[src/sess_pkg.sv]
// package for the sector erase suspend sequencer host controller
//------------------------------------------------------------
// Functional notes
//------------------------------------------------------------
// Functional notes
// - erase starts with six write cycles
// - host spaces extra sectors under 50 us
// - host keeps interrupts off while queuing
// - other command in window aborts erase
// - hardware reset aborts erase, reissue after
// - resume carries sector address, repeats ignored
// - at least 5 ms resume to suspend
package sess_pkg;
  // register offsets of the controller
  localparam logic [3:0] SESS_REG_CTRL   = 4'h0;
  localparam logic [3:0] SESS_REG_SECTOR = 4'h1;
  localparam logic [3:0] SESS_REG_STATUS = 4'h2;
  localparam logic [3:0] SESS_REG_DATA   = 4'h3;
  // control command codes written to SESS_REG_CTRL[2:0]
  localparam logic [2:0] SESS_CMD_ERASE   = 3'h1;
  localparam logic [2:0] SESS_CMD_ADD     = 3'h2;
  localparam logic [2:0] SESS_CMD_SUSPEND = 3'h3;
  localparam logic [2:0] SESS_CMD_RESUME  = 3'h4;
  localparam logic [2:0] SESS_CMD_READ    = 3'h5;
  // flash command codes and unlock addresses
  localparam logic [15:0] SESS_UNLOCK_A1  = 16'h0555;
  localparam logic [15:0] SESS_UNLOCK_A2  = 16'h02aa;
  localparam logic [7:0]  SESS_UNLOCK_D1  = 8'haa;
  localparam logic [7:0]  SESS_UNLOCK_D2  = 8'h55;
  localparam logic [7:0]  SESS_SETUP_D    = 8'h80;
  localparam logic [7:0]  SESS_SECTOR_D   = 8'h30;
  localparam logic [7:0]  SESS_SUSPEND_D  = 8'hb0;
  localparam logic [7:0]  SESS_RESUME_D   = 8'h30;
  // status field positions
  localparam int SESS_ST_BUSY      = 0;
  localparam int SESS_ST_WINDOW    = 1;
  localparam int SESS_ST_SUSPENDED = 2;
  localparam int SESS_ST_REFUSED   = 3;
  localparam int SESS_ST_GAPOK     = 4;
  // timing: 200 MHz clock
  localparam int SESS_CLK_MHZ      = 200;
  localparam int SESS_WINDOW_US    = 50;
  localparam int SESS_GAP_US       = 40;
  localparam int SESS_RESUME_MS    = 5;
  localparam int SESS_WINDOW_CYC   = SESS_WINDOW_US * SESS_CLK_MHZ;
  localparam int SESS_GAP_CYC      = SESS_GAP_US * SESS_CLK_MHZ;
  localparam int SESS_RESUME_CYC   = SESS_RESUME_MS * 1000 * SESS_CLK_MHZ;
  // bus cycle phase lengths in clocks
  localparam logic [3:0] SESS_SETUP_CYC  = 4'h4;
  localparam logic [3:0] SESS_STROBE_CYC = 4'h8;
  localparam logic [3:0] SESS_HOLD_CYC   = 4'h4;
  typedef enum logic [2:0] {
    SESS_IDLE  = 3'b000,
    SESS_SETUP = 3'b001,
    SESS_WE    = 3'b010,
    SESS_OE    = 3'b011,
    SESS_HOLD  = 3'b100
  } sess_bus_t;
endpackage : sess_pkg

[src/sess_host.sv]
// host controller issuing sector erase, suspend and resume to a nor flash
//
// The implementer's own choices: the placing of the registers and the plain strobed port.
`timescale 1ns/1ps
module sess_host
  import sess_pkg::*;
#(
  parameter int WINDOW_CYC = SESS_WINDOW_CYC,
  parameter int GAP_CYC    = SESS_GAP_CYC,
  parameter int RESUME_CYC = SESS_RESUME_CYC
) (
  input  wire logic        mclk,        // 200 MHz clock
  input  wire logic        rst,         // synchronous reset, active high
  input  wire logic [3:0]  regAddr,     // register address
  input  wire logic [31:0] regWdata,    // register write data
  input  wire logic        regWr,       // write strobe
  input  wire logic        regRd,       // read strobe
  output logic      [31:0] regRdata,    // read data, cycle after strobe
  output logic      [15:0] flashAddr,   // flash address
  output logic      [7:0]  flashDqOut,  // flash data out
  output logic             flashDqOe,   // high while driving data
  input  wire logic [7:0]  flashDqIn,   // flash data in
  output logic             flashWeN,    // write strobe, active low
  output logic             flashOeN,    // output enable, active low
  output logic             flashCeN,    // chip enable, active low
  output logic             flashResetN  // hardware reset, active low
);
  //------------------------------------------------------------
  // pin synchroniser
  //------------------------------------------------------------
  logic [7:0] dqMeta_r, dqSync_r;
  always_ff @(posedge mclk) begin
    dqMeta_r <= flashDqIn;
    dqSync_r <= dqMeta_r;
  end
  //------------------------------------------------------------
  // state
  //------------------------------------------------------------
  sess_bus_t  bus_r, bus_nxt;
  logic [3:0]  ph_r, ph_nxt;
  logic [2:0]  seqIdx_r, seqIdx_nxt;
  logic [2:0]  seqLen_r, seqLen_nxt;
  logic [2:0]  cmd_r, cmd_nxt;
  logic [15:0] sector_r, sector_nxt;
  logic [31:0] winCnt_r, winCnt_nxt;
  logic [31:0] gapCnt_r, gapCnt_nxt;
  logic [31:0] resCnt_r, resCnt_nxt;
  logic        window_r, window_nxt;
  logic        busy_r, busy_nxt;
  logic        susp_r, susp_nxt;
  logic        refused_r, refused_nxt;
  logic [7:0]  rdData_r, rdData_nxt;
  logic [31:0] regRdata_nxt;
  logic [15:0] addr_nxt;
  logic [7:0]  dout_nxt;
  logic        oe_nxt, weN_nxt, oeN_nxt, ceN_nxt;
  logic [15:0] cycAddr;
  logic [7:0]  cycData;
  logic        ctrlWr;
  logic [2:0]  ctrlCmd;
  logic        accept;
  always_comb begin
    // six-cycle erase, or single cycle for add, suspend, resume
    case (seqIdx_r)
      3'h0: begin
        cycAddr = SESS_UNLOCK_A1;
        cycData = SESS_UNLOCK_D1;
      end
      3'h1: begin
        cycAddr = SESS_UNLOCK_A2;
        cycData = SESS_UNLOCK_D2;
      end
      3'h2: begin
        cycAddr = SESS_UNLOCK_A1;
        cycData = SESS_SETUP_D;
      end
      3'h3: begin
        cycAddr = SESS_UNLOCK_A1;
        cycData = SESS_UNLOCK_D1;
      end
      3'h4: begin
        cycAddr = SESS_UNLOCK_A2;
        cycData = SESS_UNLOCK_D2;
      end
      default: begin
        cycAddr = sector_r;
        cycData = SESS_SECTOR_D;
      end
    endcase
    if (cmd_r == SESS_CMD_SUSPEND) begin
      cycAddr = sector_r;
      cycData = SESS_SUSPEND_D;
    end else if (cmd_r == SESS_CMD_RESUME) begin
      cycAddr = sector_r;
      cycData = SESS_RESUME_D;
    end
  end
  always_comb begin
    ctrlWr  = regWr && (regAddr == SESS_REG_CTRL);
    ctrlCmd = regWdata[2:0];
    accept  = 1'b0;
    if (ctrlWr && bus_r == SESS_IDLE) begin
      case (ctrlCmd)
        SESS_CMD_ERASE:   accept = !busy_r && !susp_r && !window_r;
        SESS_CMD_ADD:     accept = window_r && gapCnt_r != 32'h0;
        SESS_CMD_SUSPEND: accept = (busy_r || window_r) && !susp_r
                                   && resCnt_r == 32'h0;
        SESS_CMD_RESUME:  accept = susp_r;
        SESS_CMD_READ:    accept = 1'b1;
        default:          accept = 1'b0;
      endcase
    end
  end
  always_comb begin
    bus_nxt = bus_r;
    ph_nxt = ph_r;
    seqIdx_nxt = seqIdx_r;
    seqLen_nxt = seqLen_r;
    cmd_nxt = cmd_r;
    sector_nxt = sector_r;
    winCnt_nxt = (winCnt_r != 32'h0) ? winCnt_r - 32'h1 : 32'h0;
    gapCnt_nxt = (gapCnt_r != 32'h0) ? gapCnt_r - 32'h1 : 32'h0;
    resCnt_nxt = (resCnt_r != 32'h0) ? resCnt_r - 32'h1 : 32'h0;
    window_nxt = window_r;
    busy_nxt = busy_r;
    susp_nxt = susp_r;
    refused_nxt = refused_r;
    rdData_nxt = rdData_r;
    addr_nxt = flashAddr;
    dout_nxt = flashDqOut;
    oe_nxt = 1'b0;
    weN_nxt = 1'b1;
    oeN_nxt = 1'b1;
    ceN_nxt = 1'b1;
    regRdata_nxt = 32'h0;
    if (regWr && regAddr == SESS_REG_STATUS && regWdata[SESS_ST_BUSY]) begin
      busy_nxt = 1'b0; // software saw polling report completion
    end
    // expiry in the cycle of a clear still marks busy
    if (window_r && winCnt_r == 32'h1) begin
      window_nxt = 1'b0;
      busy_nxt   = 1'b1;
    end
    if (regWr && regAddr == SESS_REG_SECTOR) sector_nxt = regWdata[15:0];
    if (ctrlWr) refused_nxt = !accept;
    if (accept) begin
      cmd_nxt = ctrlCmd;
      ph_nxt  = SESS_SETUP_CYC;
      bus_nxt = SESS_SETUP;
      seqIdx_nxt = (ctrlCmd == SESS_CMD_ERASE) ? 3'h0 : 3'h5;
      seqLen_nxt = 3'h5;
      if (ctrlCmd == SESS_CMD_READ) bus_nxt = SESS_OE;
    end
    case (bus_r)
      SESS_SETUP: begin
        addr_nxt = cycAddr;
        dout_nxt = cycData;
        oe_nxt = 1'b1;
        ceN_nxt = 1'b0;
        ph_nxt = ph_r - 4'h1;
        if (ph_r == 4'h1) begin
          bus_nxt = SESS_WE;
          ph_nxt  = SESS_STROBE_CYC;
        end
      end
      SESS_WE: begin
        // strobe stays low for every one of the strobe clocks
        oe_nxt = 1'b1;
        ceN_nxt = 1'b0;
        weN_nxt = 1'b0;
        ph_nxt = ph_r - 4'h1;
        if (ph_r == 4'h1) begin
          bus_nxt = SESS_HOLD;
          ph_nxt  = SESS_HOLD_CYC;
        end
      end
      SESS_HOLD: begin
        oe_nxt = 1'b1;
        ceN_nxt = 1'b0;
        ph_nxt = ph_r - 4'h1;
        if (ph_r == 4'h1) begin
          // queued cycles go out unbroken
          if (seqIdx_r != seqLen_r) begin
            seqIdx_nxt = seqIdx_r + 3'h1;
            bus_nxt = SESS_SETUP;
            ph_nxt  = SESS_SETUP_CYC;
          end else begin
            bus_nxt = SESS_IDLE;
            case (cmd_r)
              SESS_CMD_ERASE, SESS_CMD_ADD: begin
                // window restarts when the hold phase ends, three clocks after strobe rise
                window_nxt = 1'b1;
                winCnt_nxt = WINDOW_CYC;
                gapCnt_nxt = GAP_CYC;
              end
              SESS_CMD_SUSPEND: begin
                window_nxt = 1'b0;
                busy_nxt = 1'b0;
                susp_nxt = 1'b1;
              end
              SESS_CMD_RESUME: begin
                susp_nxt = 1'b0;
                busy_nxt = 1'b1;
                resCnt_nxt = RESUME_CYC;
              end
              default: ;
            endcase
          end
        end
      end
      SESS_OE: begin
        addr_nxt = sector_r;
        ceN_nxt = 1'b0;
        oeN_nxt = 1'b0;
        ph_nxt = ph_r - 4'h1;
        if (ph_r == 4'h1) begin
          rdData_nxt = dqSync_r;
          bus_nxt = SESS_IDLE;
          oeN_nxt = 1'b1;
        end
      end
      default: ;
    endcase
    if (regRd) begin
      case (regAddr)
        SESS_REG_SECTOR: regRdata_nxt = {16'h0, sector_r};
        SESS_REG_STATUS: regRdata_nxt = {27'h0, gapCnt_r != 32'h0, refused_r,
                                         susp_r, window_r, busy_r || bus_r != SESS_IDLE};
        SESS_REG_DATA:   regRdata_nxt = {24'h0, rdData_r};
        default:         regRdata_nxt = 32'h0;
      endcase
    end
  end
  always_ff @(posedge mclk) begin
    if (rst) begin
      bus_r <= SESS_IDLE;
      ph_r <= 4'h0;
      seqIdx_r <= 3'h0;
      seqLen_r <= 3'h0;
      cmd_r <= 3'h0;
      sector_r <= 16'h0;
      winCnt_r <= 32'h0;
      gapCnt_r <= 32'h0;
      resCnt_r <= 32'h0;
      window_r <= 1'b0;
      busy_r <= 1'b0;
      susp_r <= 1'b0;
      refused_r <= 1'b0;
      rdData_r <= 8'h0;
      regRdata <= 32'h0;
      flashAddr <= 16'h0;
      flashDqOut <= 8'h0;
      flashDqOe <= 1'b0;
      flashWeN <= 1'b1;
      flashOeN <= 1'b1;
      flashCeN <= 1'b1;
      flashResetN <= 1'b0; // reset aborts any erase
    end else begin
      bus_r <= bus_nxt;
      ph_r <= ph_nxt;
      seqIdx_r <= seqIdx_nxt;
      seqLen_r <= seqLen_nxt;
      cmd_r <= cmd_nxt;
      sector_r <= sector_nxt;
      winCnt_r <= winCnt_nxt;
      gapCnt_r <= gapCnt_nxt;
      resCnt_r <= resCnt_nxt;
      window_r <= window_nxt;
      busy_r <= busy_nxt;
      susp_r <= susp_nxt;
      refused_r <= refused_nxt;
      rdData_r <= rdData_nxt;
      regRdata <= regRdata_nxt;
      flashAddr <= addr_nxt;
      flashDqOut <= dout_nxt;
      flashDqOe <= oe_nxt;
      flashWeN <= weN_nxt;
      flashOeN <= oeN_nxt;
      flashCeN <= ceN_nxt;
      flashResetN <= 1'b1;
    end
  end
endmodule : sess_host

[config.mk]
export PLATFORM = sky130hd
export DESIGN_NAME = sess_host
export DESIGN_NICKNAME = d
export VERILOG_FILES = /design/src/sess_pkg.sv /design/src/sess_host.sv
export SDC_FILE = /design/constraint.sdc
export NUM_CORES = 1
export LEC_CHECK = 0
export ABC_AREA = 1
export BUFFER_PORTS_ARGS = -buffer_cell sky130_fd_sc_hd__buf_2
export CORE_ASPECT_RATIO = 1.2
export CORE_MARGIN = 2
export CORE_UTILIZATION = 58
export CTS_CLUSTER_SIZE = 12
export DETAILED_ROUTE_END_ITERATION = 10
export PLACE_DENSITY = 0.8
export REMOVE_ABC_BUFFERS = 1
export SLEW_MARGIN = 20
export SYNTH_ARGS = -nofsm -noshare
export SYNTH_HDL_FRONTEND = slang
export SYNTH_SLANG_ARGS = --single-unit
[constraint.sdc]
create_clock -name mclk -period 2.2 [get_ports mclk]
set_input_delay 0.44 -clock mclk [delete_from_list [all_inputs] [get_ports mclk]]
set_output_delay 0.44 -clock mclk [all_outputs]
set_load 0.01 [all_outputs]
# Word level (Yosys, flattened, before mapping)
# Cells that the tools add are included.
[word_totals]
reg_bits = 215
[classes]
n_addsub = 5
n_bitwise = 3
eq_ne = 23
n_reduce_logical = 38
mux = 61
[op_table]
columns = ["op", "count"]
rows = [
  ["two-way mux 32 bit", 15],
  ["nonzero test 32 bit", 3],
  ["subtractor 32 x 1 -> 32 bit (second input constant)", 3],
  ["one-hot mux 16 bit (2 select lines)", 2],
  ["one-hot mux 16 bit (3 select lines)", 1],
  ["equality test 32 x 1 -> 1 bit (second input constant)", 1],
  ["zero test 32 bit", 1],
  ["two-way mux 16 bit", 2],
  ["two-way mux 3 bit", 10],
  ["equality test 3 x 2 -> 1 bit (second input constant)", 8],
  ["one-hot mux 8 bit (3 select lines)", 1],
  ["two-way mux 4 bit", 5],
  ["two-way mux 1 bit", 16],
  ["two-way mux 8 bit", 2],
  ["one-hot mux 4 bit (4 select lines)", 1],
  ["equality test 3 bit (second input constant)", 5],
  ["equality test 3 x 1 -> 1 bit (second input constant)", 4],
  ["one-hot mux 3 bit (4 select lines)", 1],
  ["logical AND 1 bit", 11],
  ["OR reduction 2 bit", 5],
  ["equality test 4 x 1 -> 1 bit (second input constant)", 2],
  ["equality test 4 x 2 -> 1 bit (second input constant)", 2],
  ["zero test 3 bit", 2],
  ["one-hot mux 1 bit (2 select lines)", 3],
  ["other kinds (16)", 24],
]

# Depth between registers and ports, before layout
# Gate-level depths: netlist (run 1).
[depth]
word_depth = 9
ltp_mapped = 12
mapped_depth_nobuf = 12

# Worst setup path before layout (run 1)
# Ideal clock, no wire load.
[synth_path]
path_type = "register to register"
startpoint = "reg winCnt_r[0]"
endpoint = "reg winCnt_r[30]"
setup_time_ns = 0.109
slack_ns = 0.467
synth_period_minus_slack_ns = 1.733
stages_incl_launch_ff = 13
required_time_ns = 2.091
arrival_time_ns = 1.624
cell_sequence = "dfxtp_1 -> inv_1 -> ha_1 -> nand2_1 -> nor2_4 -> nand2_1 -> nor2_2 -> nand3_2 -> nor2_1 -> nand2_1 -> xor2_1 -> nand2_1 -> inv_1"
[synth_between]
elab_chain_len = 6
word_cells_on_any_way = 7
classes_between = "add/sub: 1; mux: 5; reduce/logical: 1"
[synth_rtl]
columns = ["item", "line", "rtl"]
rows = [
  ["start: declaration", "sess_host.sv:45", "logic [31:0] winCnt_r, winCnt_nxt;"],
  ["start signal: assignment", "sess_host.sv:265", "winCnt_r <= winCnt_nxt;"],
  ["subtractor 32 x 1 -> 32 bit / nonzero test 32 bit (equally long branches)", "sess_host.sv:121", "winCnt_nxt = (winCnt_r != 32'h0) ? winCnt_r - 32'h1 : 32'h0;"],
  ["two-way mux 32 bit *", "sess_host.sv:121", ""],
  ["two-way mux 32 bit", "sess_host.sv:189", "case (cmd_r)"],
  ["two-way mux 32 bit", "sess_host.sv:183", "if (seqIdx_r != seqLen_r) begin"],
  ["two-way mux 32 bit", "sess_host.sv:181", "if (ph_r == 4'h1) begin"],
  ["two-way mux 32 bit *", "sess_host.sv:154", "case (bus_r)"],
]
# Every way passes the cells marked *; elsewhere a longest branch is shown, timed or not.
# A chain may end at the register's enable or synchronous reset.

# Final worst setup path (run 1)
# Ends and elaborated chain as after synthesis.

==> out/qor_table.md, run 1 <==
| Stage | Result | Reported |
|---|---|---|
| worst hold path | Number of cells on the worst hold path | 1 |
| yosys | Leading post-synthesis cells by cell area | dfxtp_1 45%, nor2_1 10%, nand2_1 8.3%, inv_1 4.9%, a21oi_1 4.6% |
| placed design | Total cell area at the placement stage | 9270 sq um |
| clock tree | Clock transition at the registers of the reported paths | 0.07 ns |
| worst setup path | Critical path arrival | 2.30 ns |
| die | DIE HEIGHT | 138 um |
| cells and area | Final net count | 1,313 |
| die | Die Width | 116 um |
| yosys | Cell type with the highest aggregate area in the netlist | dfxtp_1 |
| detailed routing | Via-per-instance ratio | 5.09 |
| yosys | Count of different cell masters after synthesis | 45 |
| timing | Count of endpoints failing setup in the final report | 0 |
| grt | Total gr overflow | 0 |
| detailed routing | Detailed-route wire length | 18.2 mm |
| clock tree | Maximum clock insertion buffer count | 2 |
| detailed routing | DR pass1 iterations | 5 |
| worst setup path | FF-to-FF Start | winCnt_r[0] |
| worst setup path | Most used cell along the critical path | nand2_1 |
| timing | Period utilization | 89.0% |
| worst hold path | Start point of the worst min-delay path | flashDqIn[2] |
| run | Max-capacitance violation count | 0 |
| timing | Final Max Tran Viols | 0 |
| die | Initial Utilization | 59.8% |
| clock tree | CTS tree | yes |
| placed design | Post-DP HPWL | 13.1 mm |
| clock tree | Cell at the root of the clock tree | clkbuf_16 |
| cells and area | Fraction of final layout cells sized beyond drive strength 1 | 13.1% |
| worst setup path | Critical path launch point | winCnt_r[0] |
| grt | Total global routing track utilization | 23.5% |
| timing | Max Fclk | 511 MHz |
| timing | Tmin final | 1.96 ns |
| die | Die outline area | 15,900 sq um |
| worst setup path | Kind of cell adding the most delay to the critical path | simple AND/OR/NAND/NOR gates |
| worst hold path | Path class of the lowest-slack min-delay path | primary input to flip-flop |
| yosys | Sequential share of the synthesized area | 45.3% |
| detailed routing | Count of antenna-violating nets left after detailed routing | 0 |
| worst setup path | Startpoint-to-endpoint class of the critical path | flip-flop to flip-flop |
| grt | Maximum number of pins on one net before global-route repair | 31 |
| detailed routing | Iteration-0 DRC Markers | 445 |
| placed design | Port bufs | 76 |
| worst setup path | Element type at the critical path end | flip-flop |
| yosys | Synth Flop Type | dfxtp_1 |
| timing | RSZ-0062 raised after global routing | no |
| outcome | Result of the run | finished, final reports clean |
| grt | Initial antenna violation count | 0 |
| yosys | Mapped Cells | 1,160 |
| power and ir drop | Cell area power density | 1450 nW/um^2 |
| worst setup path | Path depth of the worst reg2reg path | 12 |
| yosys | Netlist Area Pre-Place | 8660 sq um |
| timing | Post-route setup TNS | 0 ns |
| worst setup path | Slowest cell delay on critical path | 0.34 ns |
| yosys | Most frequently used cell type in the post-synthesis netlist | nor2_1 |
| cells and area | Final Instance Area | 9870 sq um |
| die | Row Count | 48 |
| worst hold path | Terminating pin of the worst hold path | dqMeta_r[2] |
| worst setup path | Kind of start point of the critical path | flip-flop |
| clock tree | Worst-skew pair later-pin latency | 0.44 ns |
| yosys | Most common library cells after synthesis | 230 x nor2_1, 196 x dfxtp_1, 192 x nand2_1 |
| clock tree | Sink Count | 196 |
| detailed routing | Detailed-route via count | 7,450 |
| grt | Via count of the first global-routing pass | 7,031 |
| timing | Final worst clock skew | 0.00621 ns |
| grt | Wire length of the first global-routing pass | 30.3 mm |
| worst setup path | Sequence of cells on the critical path | inv_1 > ha_1 > nand2_1 > nor2_4 > nand2_1 > nor2_2 > nand3_2 > nor2_1 > nand2_1 > xor2_1 > nand2_1 > inv_1 |
| worst setup path | Critical-path top delay cell | dfxtp_1 |
| clock tree | Number of setup buffers added after CTS | 0 |
| yosys | Ys Warns | 0 |
| clock tree | TritonCTS buffer count | 17 |
| yosys | Fraction of synthesis flops using an asynchronous set or reset pin | 0% |
| clock tree | Total of cells resized after clock tree synthesis | 0 |
| cells and area | Signed area change from the synthesized netlist to the final layout | 13.9% |
| worst setup path | Worst path buffer plus inverter count | 2 |
| die | I/O pin count | 109 |
| yosys | Post-synth EDFFs | 0 |
| yosys | Post-synthesis sequential element count | 196 |
| die | Area of the placeable core | 14,500 sq um |
| worst setup path | Reg-to-reg slack, setup | 0.24 ns |
| power and ir drop | Cell leakage power | 4.45 nW |
| clock tree | H-tree level count | 4 |
| detailed routing | Number of design rule violations left after detail routing | 0 |
| yosys | Avg Inst Size Synth | 7.47 sq um |
| worst setup path | Worst reg2reg endpoint | winCnt_r[30] |
| yosys | Fraction of synthesized cell area taken by the top area cell type | 45.3% |
| detailed routing | Average wire per standard cell | 12.5 um |
| power and ir drop | Worst voltage drop across the vdd grid | 1080 uV |
| worst setup path | Critical path peak fanout | 4 |
| worst setup path | Required time of the critical path | 2.54 ns |
| placed design | Final weighted congestion of routability-driven global placement | 0.877 |
| timing | Final hold violations | 0 |
| clock tree | Number of hold-repair buffers added at the cts stage | 0 |
-- cells by family after synthesis --
group | share of synthesized area, %
other cells | 0.0433
flops | 45.3
buf+inv | 7.79
simple gates | 28.3
xor+xnor | 6.07
fa+ha+maj | 2.02
compound gates | 10.5
-- area by class of cell --
| cell class | count | area [sq um] |
|---|---|---|
| Antenna cell | 1 | 2.50 |
| Clock buffer | 17 | 425 |
| Clock inverter | 14 | 169 |
| Fill cell | 1220 | 4610 |
| Inverter | 115 | 432 |
| Multi-Input combinational cell | 823 | 4120 |
| Sequential cell | 196 | 3920 |
| Tap cell | 200 | 250 |
| Timing Repair Buffer | 98 | 546 |
-- worst max path at each step --
stage	depth (start not counted)	slack, ns	end
2_1_floorplan	10	0.003	winCnt_r[28]
3_3_place_gp	12	0.29	winCnt_r[30]
3_5_place_dp	12	0.25	winCnt_r[30]
4_1_cts	12	0.23	winCnt_r[30]
5_1_grt	10	0.01	resCnt_r[15]
6_report	12	0.24	winCnt_r[30]
-- per-stage QoR --
step | setup WS [ns] | instances | util [%] | power (mW) | hold slack, ns
after floorplan | 0.00326 | 1134 | - | 9.94 | 0.310
after global placement | 0.291 | 1432 | 64.1 | 11.0 | 0.311
after detailed placement | 0.248 | 1432 | 64.1 | 11.2 | 0.312
after CTS | 0.229 | 1463 | 68.2 | 14.4 | 0.0803
after global routing | 0.0147 | 1463 | 68.2 | 15.6 | 0.0825
final | 0.242 | 1464 | 68.2 | 14.4 | 0.0918
-- layer usage --
layer / track usage, % / routed length (um) / up-vias
met4: 8.63 / 302 / 0
li1: - / - / 3869
met3: 4.90 / 617 / 28
met1: 27.5 / 8080 / 3423
met5: 0 / 0 / -
met2: 42.0 / 9240 / 130
-- cell usage in the layout (no fill, tap or decap), drive strengths merged, types with 4 or more instances in the layout --
master  instances
nand2         196
buf            98
conb           16
o21ai          65
nor4            4
ha             14
xnor2          22
nor2          245
a31oi          12
dfxtp         196
nand4          11
nand3          57
or2             7
inv           121
xor2           38
a21oi          81
nor3b           5
nor3           34
clkbuf         17
-- power breakdown --
part / internal [mW] / leakage, nW / total [mW] / switching, mW
Combinational: 2.28 / 2.57 / 6.14 / 3.86
Clock: 1.71 / 0.283 / 3.15 / 1.45
Sequential: 4.35 / 1.60 / 5.05 / 0.698
-- state kept, by name, summed over array words and instances, names as in the netlist, 16 cells and up --
register	cells
gapCnt_r	32
resCnt_r	32
winCnt_r	32
flashAddr	16
regRdata	16
sector_r	16
No activity file was read; power rests on OpenSTA's default activity.
==> run 2, diff against run 1 <==
--- a/config.mk
+++ b/config.mk
@@ -12,7 +12,7 @@
 export CORE_UTILIZATION = 58
 export CTS_CLUSTER_SIZE = 12
 export DETAILED_ROUTE_END_ITERATION = 10
-export PLACE_DENSITY = 0.8
+export PLACE_DENSITY_LB_ADDON = 0.15
 export REMOVE_ABC_BUFFERS = 1
 export SLEW_MARGIN = 20
 export SYNTH_ARGS = -nofsm -noshare
==> run 2 against run 1 <==
  * Clock power down 9.2%
  * Worst hold slack better by 0.014 ns
  * Sequential share of layout area up 0.25 points
  * Cell count down 0.14%
  * Final area down 0.62%
  * Sequential power about the same
  * Global-route usage down 0.26 points
  * Via count down 1.2%
  * Highest routed layer unchanged
==> out/qor_table.md, run 2 (same netlist as run 1, synthesis figures left out) <==
| Stage | Result | Reported |
|---|---|---|
| placed design | DP Worst Slack | 0.263 ns |
| cells and area | Fraction of final layout cells sized beyond drive strength 1 | 12.8% |
| timing | Post-route setup TNS | 0 ns |
| cells and area | Final net count | 1,312 |
| worst setup path | Critical path peak fanout | 13 |
| worst setup path | Most used cell along the critical path | nor2_1 |
| die | Die Width | 116 um |
| timing | Final worst clock skew | 0.00816 ns |
| power and ir drop | Psw | 5.88 mW |
| cells and area | Signed area change from the synthesized netlist to the final layout | 13.2% |
| worst setup path | Slowest cell delay on critical path | 0.37 ns |
| detailed routing | Number of design rule violations left after detail routing | 0 |
| run | Max-capacitance violation count | 0 |
| power and ir drop | Worst voltage drop across the vdd grid | 1030 uV |
| detailed routing | Detailed-route via count | 7,364 |
| grt | Via count of the first global-routing pass | 6,873 |
| worst setup path | FF-to-FF Start | resCnt_r[13] |
| worst setup path | Worst reg2reg endpoint | resCnt_r[13] |
| timing | Max Fclk | 509 MHz |
| worst setup path | Critical-path top delay cell | dfxtp_1 |
| worst setup path | Kind of cell adding the most delay to the critical path | simple AND/OR/NAND/NOR gates |
| clock tree | Number of setup buffers added after CTS | 0 |
| timing | Final Max Tran Viols | 0 |
| worst setup path | Reg-to-reg slack, setup | 0.24 ns |
| power and ir drop | Power consumption | 14.0 mW |
| die | Area of the placeable core | 14,500 sq um |
| clock tree | Sink Count | 196 |
| clock tree | Total of cells resized after clock tree synthesis | 0 |
| worst hold path | Path class of the lowest-slack min-delay path | primary input to flip-flop |
| clock tree | CTS tree | yes |
| cells and area | Most frequent cells in the layout | 230 x nor2_1, 196 x dfxtp_1, 192 x nand2_1 |
| detailed routing | DR pass1 iterations | 5 |
| clock tree | Number of hold-repair buffers added at the cts stage | 0 |
| timing | Tmin final | 1.96 ns |
| timing | Post-layout worst setup margin | 0.237 ns |
| clock tree | Cell at the root of the clock tree | clkbuf_16 |
| clock tree | H-tree level count | 4 |
| die | Row Count | 48 |
| power and ir drop | Combinational cell fraction of total power | 43.6% |
| power and ir drop | Switching power as a share of total power | 42.0% |
| detailed routing | Via-per-instance ratio | 5.04 |
| clock tree | Worst-skew pair later-pin latency | 0.43 ns |
| power and ir drop | Cell leakage power | 4.42 nW |
| placed design | Final weighted congestion of routability-driven global placement | 0.877 |
| grt | Initial antenna violation count | 0 |
| timing | Relative max-transition margin | 65.6% |
| worst setup path | Path depth of the worst reg2reg path | 9 |
| worst hold path | Number of cells on the worst hold path | 1 |
| clock tree | TritonCTS buffer count | 17 |
| worst hold path | Start point of the worst min-delay path | flashDqIn[2] |
| timing | Final hold violations | 0 |
| worst setup path | Element type at the critical path end | flip-flop |
| cells and area | Diode count | 0 |
| outcome | Result of the run | finished, final reports clean |
| detailed routing | Detailed-route wire length | 18.0 mm |
| clock tree | Maximum clock insertion buffer count | 2 |
| placed design | Post-DP HPWL | 13.3 mm |
| placed design | Port bufs | 76 |
| die | Initial Utilization | 59.8% |
| power and ir drop | Clock network fraction of design power | 20.4% |
| clock tree | Clock transition at the registers of the reported paths | 0.07 ns |
| detailed routing | Average wire per standard cell | 12.3 um |
| timing | Period utilization | 89.2% |
| power and ir drop | Proportion of power drawn by flip-flops and latches | 36.0% |
| detailed routing | Count of antenna-violating nets left after detailed routing | 0 |
| worst setup path | Startpoint-to-endpoint class of the critical path | flip-flop to flip-flop |
| worst setup path | Worst path buffer plus inverter count | 1 |
| power and ir drop | Cell area power density | 1430 nW/um^2 |
| worst hold path | Terminating pin of the worst hold path | dqMeta_r[2] |
| cells and area | Biggest regs | gapCnt_r (32), resCnt_r (32), winCnt_r (32) |
| worst setup path | Critical path arrival | 2.28 ns |
| worst setup path | Kind of start point of the critical path | flip-flop |
| worst setup path | Sequence of cells on the critical path | nor2_1 > nand2_1 > nor2_1 > nand2_1 > nor2_1 > nor2_1 > nand2_1 > buf_4 > nor2_1 |
| worst setup path | Required time of the critical path | 2.52 ns |
| die | DIE HEIGHT | 138 um |
| die | Die outline area | 15,900 sq um |
| detailed routing | Iteration-0 DRC Markers | 558 |
| grt | Total global routing track utilization | 23.2% |
| cells and area | Leading cell type in the layout, fill and taps excluded | nor2_1 |
| die | I/O pin count | 109 |
| timing | Count of endpoints failing setup in the final report | 0 |
| grt | Total gr overflow | 0 |
| power and ir drop | Power Internal | 8.13 mW |
| timing | RSZ-0062 raised after global routing | no |
| grt | Wire length of the first global-routing pass | 30.0 mm |
| timing | Slew @ Worst Pin | 0.515 ns |
| grt | Maximum number of pins on one net before global-route repair | 25 |
[run 2: worst max-delay path by stage]
| stage | from | end | slack (ns) | depth (start not counted) |
|---|---|---|---|---|
| after global routing | winCnt_r[0] | winCnt_r[30] | 0.03 | 12 |
| final | resCnt_r[13] | resCnt_r[13] | 0.24 | 9 |
| after floorplan | winCnt_r[8] | winCnt_r[28] | 0.003 | 10 |
| after CTS | resCnt_r[13] | resCnt_r[13] | 0.20 | 9 |
| after global placement | winCnt_r[0] | winCnt_r[30] | 0.27 | 12 |
| after detailed placement | winCnt_r[0] | winCnt_r[30] | 0.26 | 12 |
[run 2: power by group through the flow]
stage	Clock, mW	Combinational (mW)	Sequential [mW]
after CTS	2.93	6.14	5.04
after detailed placement	0	6.08	5.10
after global placement	0	5.95	5.10
after global routing	3.09	7.08	5.17
after floorplan	0	4.98	4.96
final	2.86	6.10	5.04
[run 2: layout make-up]
type                            count  area [sq um]
Multi-Input combinational cell    823          4120
Tap cell                          200           250
Inverter                          115           432
Timing Repair Buffer               97           538
Fill cell                        1277          4670
Sequential cell                   196          3920
Clock buffer                       20           447
Clock inverter                     11          96.3
[run 2: metal layers]
metal  track usage, %  vias to the layer above  share of wire [%]
met5                0                        -                  0
met4             9.10                        0                1.7
met3             4.37                       23                3.5
met2             40.1                      127                 50
met1             28.5                     3342                 45
li1                 -                     3872                  -
[run 2: stage by stage]
| stage | hold slack, ns | cell area (sq um) | utilization, % | cells |
|---|---|---|---|---|
| after global routing | 0.0872 | 9810 | 67.8 | 1462 |
| after global placement | 0.310 | 9260 | 64.0 | 1431 |
| final | 0.106 | 9810 | 67.8 | 1462 |
| after floorplan | 0.310 | 8480 | - | 1134 |
| after CTS | 0.0886 | 9810 | 67.8 | 1462 |
| after detailed placement | 0.312 | 9260 | 64.0 | 1431 |
